<file path="src/smrs_consts.vh">
// register map, field positions, reset values and timing counts of the reset-source block
`ifndef SMRS_CONSTS_VH
`define SMRS_CONSTS_VH

// register indices; byte address is four times the index
`define SMRS_IDX_SUPPLY_MON 8'hFF
`define SMRS_IDX_RESET_CAUSE 8'hEF
`define SMRS_ADDR_SUPPLY_MON 12'h3FC
`define SMRS_ADDR_RESET_CAUSE 12'h3BC

// supply_monitor_control fields
`define SMRS_SM_MONITOR_ON 7
`define SMRS_SM_SUPPLY_ABOVE 6
`define SMRS_SM_THRESHOLD_SEL 5
`define SMRS_SM_LEVEL_ON 4

// reset_cause_register fields
`define SMRS_RC_UNUSED 7
`define SMRS_RC_FLASH_ERR 6
`define SMRS_RC_CMP 5
`define SMRS_RC_SOFT 4
`define SMRS_RC_WDT 3
`define SMRS_RC_CLK_LOSS 2
`define SMRS_RC_POWERON 1
`define SMRS_RC_PIN 0

// reset values after power-on
`define SMRS_RST_MONITOR_ON 1'b1
`define SMRS_RST_THRESHOLD_SEL 1'b0
`define SMRS_RST_LEVEL_ON 1'b1
`define SMRS_RST_PRIM_SEL 1'b1
`define SMRS_RST_CLK_LOSS_EN 1'b0
`define SMRS_RST_CMP_EN 1'b0

// timing
`define SMRS_PCLK_MHZ 25
`define SMRS_CLK_LOSS_TIME_US 100
// 100 us at 25 MHz, sized to the 12-bit detector counter
`define SMRS_CLK_LOSS_CYC 12'h9C4
`define SMRS_HOLD_CYC 4'h4

`endif

</file>
<file path="src/smrs_top.v">
// reset-source logic: supply monitors, reset pin, clock loss, comparator, cause flags
// Summary of operation
// [RULE1] supply below threshold drives reset pin low and holds core until recovered
// [RULE2] primary monitor on and selected after power-on, kept across other resets
// [RULE3] level monitor enabled as reset source after every reset
// [RULE4] flash write or erase without primary monitor on at high threshold resets
// [RULE5] firmware enables primary monitor and waits before selecting it
// [RULE6] supply reset releases without the extra power-on delay
// [RULE7] firmware writes the power-on bit as 1 on every cause register write
// [RULE8] firmware picks high threshold early when regulator is at default
// [RULE9] bit 7 switches primary monitor; resets only when also selected
// [RULE10] bit 6 reads live primary monitor output, 1 above threshold
// [RULE11] bit 5 picks low (0) or high (1) primary threshold
// [RULE12] bit 4 switches level monitor, which then is a reset source
// [RULE13] bits 3 to 0 reserved, writes ignored
// [RULE14] low reset pin resets device, pin flag set on exit
// [RULE15] clock stuck high or low over 100 us causes reset
// [RULE16] cause bit 2 flags clock-loss reset, write enables detector, pin undriven
// [RULE17] cause bit 5 write enables comparator reset, reads 1 after one
// [RULE18] firmware lets comparator settle before enabling it as reset source
// [RULE19] comparator reset leaves reset pin undriven
// [RULE20] power-on sets cause bit 1, other flags cleared
// [RULE21] writing cause bit 1 selects or deselects primary monitor as source
// [RULE22] core reset is OR of enabled sources, release on the clock
//
// Design decision made here: the APB interface to the registers.
`timescale 1ns/1ps
`include "smrs_consts.vh"

module smrs_top #(
  parameter [11:0] CLK_LOSS_CYC = `SMRS_CLK_LOSS_CYC,
  parameter [3:0] HOLD_CYC = `SMRS_HOLD_CYC
) (
  // apb
  input wire pclk,
  input wire presetn,
  input wire psel,
  input wire penable,
  input wire pwrite,
  input wire [11:0] paddr,
  input wire [31:0] pwdata,
  output reg [31:0] prdata,
  output reg pready,
  output reg pslverr,
  // analog monitors, modelled as levels
  input wire prim_above,
  input wire level_above,
  input wire cmp_below,
  // watched system clock
  input wire sys_clk_in,
  // flash controller, same clock
  input wire flash_prog_req,
  // reset pin, open drain
  input wire rst_pin_in,
  output reg rst_pin_out,
  output reg rst_pin_oe,
  // core reset
  output reg sys_rst_n,
  // primary monitor analog controls
  output reg monitor_on_out,
  output reg threshold_sel_out
);

  localparam ST_RUN = 1'b0;
  localparam ST_RESET = 1'b1;

  // synchronisers for pins and analog outputs
  reg prim_a;
  reg prim_s;
  reg level_a;
  reg level_s;
  reg cmp_a;
  reg cmp_s;
  reg pin_a;
  reg pin_s;

  // control state
  reg monitor_on;
  reg threshold_sel;
  reg level_on;
  reg prim_sel;
  reg clk_loss_en;
  reg cmp_en;

  // cause flags
  reg flag_poweron;
  reg flag_pin;
  reg flag_clk_loss;
  reg flag_cmp;
  reg flag_ferr;

  // causes gathered during a reset
  reg cause_sup;
  reg cause_pin;
  reg cause_clk;
  reg cause_cmp;
  reg cause_ferr;

  reg state;
  reg [3:0] hold;
  reg oe_d1;
  reg oe_d2;

  wire clk_timeout;
  wire prim_fault;
  wire level_fault;
  wire sup_fault;
  wire pin_fault;
  wire cmp_fault;
  wire ferr_fault;
  wire pulse_fault;
  wire level_src;
  wire any_fault;
  wire setup;
  wire wr_en;
  wire sel_sm;
  wire sel_rc;
  reg [7:0] next_rdata;

  smrs_clkmon #(
    .LIMIT_CYC(CLK_LOSS_CYC)
  ) u_clkmon (
    .pclk(pclk),
    .presetn(presetn),
    .enable(clk_loss_en),
    .watched_clk(sys_clk_in),
    .timeout(clk_timeout)
  );

  always @(posedge pclk or negedge presetn) begin
    if (!presetn) begin
      prim_a <= 1'b1;
      prim_s <= 1'b1;
      level_a <= 1'b1;
      level_s <= 1'b1;
      cmp_a <= 1'b0;
      cmp_s <= 1'b0;
      pin_a <= 1'b1;
      pin_s <= 1'b1;
    end else begin
      prim_a <= prim_above;
      prim_s <= prim_a;
      level_a <= level_above;
      level_s <= level_a;
      cmp_a <= cmp_below;
      cmp_s <= cmp_a;
      pin_a <= rst_pin_in;
      pin_s <= pin_a;
    end
  end

  // primary monitor needs both on and selected to reset
  assign prim_fault = monitor_on & prim_sel & ~prim_s; // [RULE9] [RULE21]
  assign level_fault = level_on & ~level_s; // [RULE12]
  assign sup_fault = prim_fault | level_fault;
  // our own drive must not read back as an external reset; the
  // read-back lags the drive by two sync stages, so mask those too
  assign pin_fault = ~pin_s & ~rst_pin_oe & ~oe_d1 & ~oe_d2; // [RULE14]
  assign cmp_fault = cmp_en & cmp_s; // [RULE17]
  // flash attempts while the core is held are meaningless, so gated
  assign ferr_fault = flash_prog_req & ~(monitor_on & threshold_sel) & sys_rst_n; // [RULE4]
  assign pulse_fault = clk_timeout | ferr_fault;
  assign level_src = sup_fault | pin_fault | cmp_fault;
  assign any_fault = level_src | pulse_fault; // [RULE22]

  // reset sequencer
  always @(posedge pclk or negedge presetn) begin
    if (!presetn) begin
      state <= ST_RUN;
      hold <= 4'h0;
      sys_rst_n <= 1'b1;
      cause_sup <= 1'b0;
      cause_pin <= 1'b0;
      cause_clk <= 1'b0;
      cause_cmp <= 1'b0;
      cause_ferr <= 1'b0;
    end else begin
      case (state)
        ST_RUN: begin
          if (any_fault) begin
            state <= ST_RESET;
            sys_rst_n <= 1'b0; // [RULE22]
            hold <= pulse_fault ? HOLD_CYC : 4'h0;
            cause_sup <= sup_fault; // [RULE1]
            cause_pin <= pin_fault;
            cause_clk <= clk_timeout; // [RULE15]
            cause_cmp <= cmp_fault;
            cause_ferr <= ferr_fault;
          end
        end
        ST_RESET: begin
          cause_sup <= cause_sup | sup_fault;
          cause_pin <= cause_pin | pin_fault;
          cause_clk <= cause_clk | clk_timeout;
          cause_cmp <= cause_cmp | cmp_fault;
          if (clk_timeout) begin
            hold <= HOLD_CYC;
          end else if (hold != 4'h0) begin
            hold <= hold - 4'h1;
          end
          // supply release has no added delay beyond the clock
          if (!level_src && !clk_timeout && hold == 4'h0) begin // [RULE6]
            state <= ST_RUN;
            sys_rst_n <= 1'b1; // [RULE22]
          end
        end
        default: begin
          state <= ST_RUN;
          sys_rst_n <= 1'b1;
        end
      endcase
    end
  end

  // pin drive follows supply faults only
  always @(posedge pclk or negedge presetn) begin
    if (!presetn) begin
      rst_pin_out <= 1'b0;
      rst_pin_oe <= 1'b0;
      oe_d1 <= 1'b0;
      oe_d2 <= 1'b0;
    end else begin
      rst_pin_out <= 1'b0;
      oe_d1 <= rst_pin_oe;
      oe_d2 <= oe_d1;
      // clock-loss, comparator and flash resets leave the pin alone
      rst_pin_oe <= sup_fault; // [RULE1] [RULE16] [RULE19]
    end
  end

  assign setup = psel & ~penable;
  assign wr_en = psel & penable & pwrite & pready;
  assign sel_sm = (paddr == `SMRS_ADDR_SUPPLY_MON);
  assign sel_rc = (paddr == `SMRS_ADDR_RESET_CAUSE);

  // control bits and cause flags
  always @(posedge pclk or negedge presetn) begin
    if (!presetn) begin
      monitor_on <= `SMRS_RST_MONITOR_ON; // [RULE2]
      threshold_sel <= `SMRS_RST_THRESHOLD_SEL;
      level_on <= `SMRS_RST_LEVEL_ON;
      prim_sel <= `SMRS_RST_PRIM_SEL; // [RULE2]
      clk_loss_en <= `SMRS_RST_CLK_LOSS_EN;
      cmp_en <= `SMRS_RST_CMP_EN;
      flag_poweron <= 1'b1; // [RULE20]
      flag_pin <= 1'b0;
      flag_clk_loss <= 1'b0;
      flag_cmp <= 1'b0;
      flag_ferr <= 1'b0;
    end else if (state == ST_RESET) begin
      // level monitor comes back on after any reset; primary keeps its state
      level_on <= 1'b1; // [RULE3]
      if (!level_src && !clk_timeout && hold == 4'h0) begin
        flag_poweron <= cause_sup; // [RULE20]
        flag_pin <= cause_pin; // [RULE14]
        flag_clk_loss <= cause_clk; // [RULE16]
        flag_cmp <= cause_cmp; // [RULE17]
        flag_ferr <= cause_ferr; // [RULE4]
      end
    end else if (wr_en && sel_sm) begin
      // reserved low bits are dropped
      monitor_on <= pwdata[`SMRS_SM_MONITOR_ON]; // [RULE9] [RULE13]
      threshold_sel <= pwdata[`SMRS_SM_THRESHOLD_SEL]; // [RULE11]
      level_on <= pwdata[`SMRS_SM_LEVEL_ON]; // [RULE12]
    end else if (wr_en && sel_rc) begin
      // firmware is expected to keep bit 1 set on every write
      prim_sel <= pwdata[`SMRS_RC_POWERON]; // [RULE21] [RULE7]
      clk_loss_en <= pwdata[`SMRS_RC_CLK_LOSS]; // [RULE16]
      cmp_en <= pwdata[`SMRS_RC_CMP]; // [RULE17]
    end
  end

  always @(posedge pclk or negedge presetn) begin
    if (!presetn) begin
      monitor_on_out <= `SMRS_RST_MONITOR_ON;
      threshold_sel_out <= `SMRS_RST_THRESHOLD_SEL;
    end else begin
      monitor_on_out <= monitor_on; // [RULE9]
      threshold_sel_out <= threshold_sel; // [RULE11]
    end
  end

  // read mux
  always @* begin
    next_rdata = 8'h00;
    if (sel_sm) begin
      next_rdata[`SMRS_SM_MONITOR_ON] = monitor_on;
      next_rdata[`SMRS_SM_SUPPLY_ABOVE] = prim_s; // [RULE10]
      next_rdata[`SMRS_SM_THRESHOLD_SEL] = threshold_sel;
      next_rdata[`SMRS_SM_LEVEL_ON] = level_on; // [RULE13]
    end else if (sel_rc) begin
      next_rdata[`SMRS_RC_UNUSED] = 1'b1;
      next_rdata[`SMRS_RC_FLASH_ERR] = flag_ferr;
      next_rdata[`SMRS_RC_CMP] = flag_cmp; // [RULE17]
      next_rdata[`SMRS_RC_CLK_LOSS] = flag_clk_loss; // [RULE16]
      next_rdata[`SMRS_RC_POWERON] = flag_poweron; // [RULE20]
      next_rdata[`SMRS_RC_PIN] = flag_pin; // [RULE14]
    end
  end

  // one access cycle: answer prepared during setup
  always @(posedge pclk or negedge presetn) begin
    if (!presetn) begin
      prdata <= 32'h0000_0000;
      pready <= 1'b0;
      pslverr <= 1'b0;
    end else begin
      pready <= setup;
      pslverr <= setup & ~(sel_sm | sel_rc);
      if (setup && !pwrite) begin
        prdata <= {24'h00_0000, next_rdata};
      end else if (!psel) begin
        prdata <= 32'h0000_0000;
      end
    end
  end

endmodule

</file>
<file path="src/smrs_clkmon.v">
// missing-clock detector: times out when the watched clock stops toggling
`timescale 1ns/1ps
`include "smrs_consts.vh"

module smrs_clkmon #(
  parameter [11:0] LIMIT_CYC = `SMRS_CLK_LOSS_CYC
) (
  // clock and reset
  input wire pclk,
  input wire presetn,
  // control
  input wire enable,
  input wire watched_clk,
  // result
  output reg timeout
);

  reg sync_a;
  reg sync_b;
  reg sync_c;
  reg [11:0] count;

  always @(posedge pclk or negedge presetn) begin
    if (!presetn) begin
      sync_a <= 1'b0;
      sync_b <= 1'b0;
      sync_c <= 1'b0;
      count <= 12'h000;
      timeout <= 1'b0;
    end else begin
      sync_a <= watched_clk;
      sync_b <= sync_a;
      sync_c <= sync_b;
      timeout <= 1'b0;
      // any level change or a timeout restarts the count
      if (!enable || (sync_b != sync_c)) begin
        count <= 12'h000;
      end else if (count == LIMIT_CYC) begin
        // strictly more than the limit without an edge
        timeout <= 1'b1; // [RULE15]
        count <= 12'h000;
      end else begin
        count <= count + 12'h001;
      end
    end
  end

endmodule

</file>
<file path="config.mk">
export PLATFORM = sky130hd
export DESIGN_NAME = smrs_top
export DESIGN_NICKNAME = d
export VERILOG_FILES = /design/src/smrs_top.v /design/src/smrs_clkmon.v
export VERILOG_INCLUDE_DIRS = /design/src
export SDC_FILE = /design/constraint.sdc
export NUM_CORES = 1
export LEC_CHECK = 0
export ABC_AREA = 1
export BUFFER_PORTS_ARGS = -buffer_cell sky130_fd_sc_hd__buf_2
export CAP_MARGIN = 20
export CORE_ASPECT_RATIO = 0.5
export CORE_MARGIN = 1
export CORE_UTILIZATION = 54
export CTS_CLUSTER_SIZE = 25
export DETAILED_ROUTE_END_ITERATION = 10
export PLACE_DENSITY = 0.91
export SYNTH_ARGS = -nofsm -noshare
export SYNTH_HDL_FRONTEND = slang
export SYNTH_SLANG_ARGS = --single-unit
</file>
<file path="constraint.sdc">
create_clock -name pclk -period 2.1 [get_ports pclk]
set_clock_uncertainty 0.1 [all_clocks]
set_input_delay 0.315 -clock pclk [delete_from_list [all_inputs] [get_ports pclk]]
set_output_delay 0.315 -clock pclk [all_outputs]
set_load 0.05 [all_outputs]
</file>
==> results.md <==
- Status: finished clean
- GRT overflow: 0
- Nets: ~450
- Die ar.: 5680 um^2
- Ys Warns: 0
- Sequential fraction of the synthesis area: 0.523
- Int Pwr: 2.12 mW
- Top cells by area, synth: dfrtp_1 41%, nand2_1 12%, dfstp_2 11%
- CTS Buffer Depth: 2
- Worst hold path startpoint: pwdata[7]
- Crit path launch type: flip-flop
- Max IR drop VDD: slightly above 500 uV
- Logic pwr share: 0.247
- RD Place Congestion: slightly above 0.8
- CP peak stage delay: 0.55 ns
- Worst Path Class, Setup: reg2out
- FF-to-FF path depth: 8
- Final TNS setup: 0 ns
- Net switching power: 1.15 mW
- Min cycle time layout: 1.56 ns
- Flop pwr share: 0.440
- Tcrit/Tclk final: 0.744
- First-pass GRT wire length: 9420 um
- Drt total wl: between 5000 and 6000 um
- Clock share of power: 0.314
- Die Y: ~54 um
- Vias: 2,306
- Hold Fails Final Rpt: 0
- Leakage: 1.73 nW
- Cell family contributing the most delay on the critical path: flip-flops
- Critical path capture point type: output port
- WP data required: 1.68 ns
- Commonest non-fill, non-tap cell in the layout: nand2_1
- Hold Path Cell Cnt: 3
- Starting DRT DRC Count: 135
- MaxCap Viol Count: 0
- Synth-to-Final Area Change: 16.1%
- WP buf/inv: 1
- Antenna violations before repair: 0
- Worst endpoint data arrival time: 1.15 ns
- Crit-path slowest cell: dfstp_2
- Biggest regs: u_clkmon.count (12), prdata (7), hold (4)
- RSZ-0062 raised after global routing: false
- R2r setup slk: about 0.57 ns
- R2r startpoint: level_s$_DFF_PN1_
- Avg Synthesized Cell Area: 8.81 um^2
- Sw frac: 0.352
- Detail Route Antenna Nets: 0
- Crit Path Max Fanout: 3
- Power Density: 973 nW/um^2
- N_diodes: 0
- Number of synthesized flops with an enable pin: 0
- Cell Area, Synth: 2900 um^2
- Worst min path class: in2reg
- Async S/R FF share, synth: 1.00
- Vias per cell: 5.00
- Slew Viols, Final: 0
- CTS sink cnt: 60
- Root Driver: clkbuf_8
- Cells along the critical path: buf_2
- Commonest cells after routing, fill and taps aside: 92 x nand2_1, 48 x dfrtp_1, 40 x buf_2, 35 x nand3_1, 30 x nor2_1
- Initial Utilization: 0.575
- Synth top area share: 0.414
- WHS Endpoint: monitor_on$_DFFE_PN1P_
- Core box area: between 5000 and 6000 um^2
- Gr usage total: 0.221
- # H-tree levels: 3
- Clk_lat worst skew: 0.35 ns
- Vias in the first global route: around 2,200
- Fmax achieved: 640 MHz
- Drc violations: 0
- Final setup violating endpoints: 0
- Die Width: 106 um
- Clock-pin slew on the worst setup and hold paths: 0.07 ns
- Leading area contributor after synthesis: dfrtp_1
- PostCTS Resize Cnt: 0
- Pin count of the biggest net entering global routing: 61
- First-pass DRT Iterations: 5
- Mapped Cells: 329
- Ports: 94
- Synth unique cells: 29
- Fin Hold WS: 0.0774 ns
- Ratio of cells with drive above 1 in the final layout: 0.246
- DR WL/cell: around 12 um
- Flops & latches, synth: 60
- Largest Register: u_clkmon.count
- Std cell rows: 18
- Post-DP HPWL: 3860 um
- Port-buffer cells: 40
- Main synth FF type: dfrtp_1
- Max reg flops: 12
- Reg2Reg Capture Point: cause_ferr$_DFFE_PN0P_
- CTS tree: built
- Number of CTS-inserted buffers: 9
[worst max path at each step]
stage	cells past startpoint	slack, ns	end	from
2_1_floorplan	8	0.56	cause_ferr$_DFFE_PN0P_	rst_pin_oe$_DFF_PN0_
3_5_place_dp	8	0.57	cause_ferr$_DFFE_PN0P_	level_s$_DFF_PN1_
5_1_grt	8	0.44	cause_pin$_DFFE_PN0P_	level_s$_DFF_PN1_
3_3_place_gp	7	0.62	u_clkmon.count[6]$_DFF_PN0_	u_clkmon.count[0]$_DFF_PN0_
4_1_cts	1	0.53	sys_rst_n	sys_rst_n$_DFFE_PN1P_
6_report	1	0.54	sys_rst_n	sys_rst_n$_DFFE_PN1P_
[routing by layer]
metal / share of wire / routed length, um / track usage
met1: 0.42 / 2270 / 0.258
met2: 0.48 / 2620 / 0.383
met3: 0.078 / 422 / 0.0787
met4: 0.021 / 112 / 0.0995
met5: 0 / 0 / 0
[stage by stage]
step	area, um^2	std cells	power, mW	worst slack, ns	utilization
finish	3370	461	3.28	0.538	0.667
global route	3370	461	3.47	0.438	0.667
CTS	3370	461	3.29	0.526	0.667
detailed placement	3110	439	2.24	0.570	0.616
global placement	3110	439	2.20	0.624	0.616
floorplan	2990	354	2.08	0.563	-
[cells by family (layout without fill, tap and decap cells)]
logic type,after synthesis,in the layout,synth area share
simple gates,194,194,0.322
flops,60,60,0.523
buf+inv,58,95,0.109
compound gates,9,9,0.0190
fa+ha+maj,4,4,0.0173
xor+xnor,3,3,0.00907
other cells,1,26,0.00129
[Yosys cell counts (2+ instances only)]
cell type  count
nor3b_1        2
a21oi_1        5
buf_4         26
nor3_2         2
ha_1           4
nand3_2        4
dfstp_2       12
inv_1         28
xnor2_1        2
nand2_1       92
nor3_1         5
dfrtp_1       48
nor2_1        30
inv_2          3
nand4_1        7
nor2_4         4
nand3_1       35
nor2_2         3
o21ai_0        2
nand2_2        6
[power by group through the flow]
stage | clock (mW) | combinational, mW | sequential (mW)
final | 1.03 | 0.808 | 1.44
after global routing | 1.10 | 0.917 | 1.46
after CTS | 1.04 | 0.813 | 1.44
after detailed placement | 0 | 0.786 | 1.45
after global placement | 0 | 0.750 | 1.45
after floorplan | 0 | 0.602 | 1.48
[cell type report]
class,count,area (um^2)
Fill cell,387,1680
Sequential cell,60,1520
Multi-Input combinational cell,236,1160
Timing Repair Buffer,47,280
Clock buffer,9,124
Inverter,32,120
Tap cell,70,87.6
Clock inverter,7,77.6
[timing repair]
action                                  CTS  global route
hold endpoints to repair                 53             0
endpoints found under the setup margin    0             0
buffers inserted                          0             0
hold buffers                              6             0
Note: power is estimated with default switching activity, not from simulation.
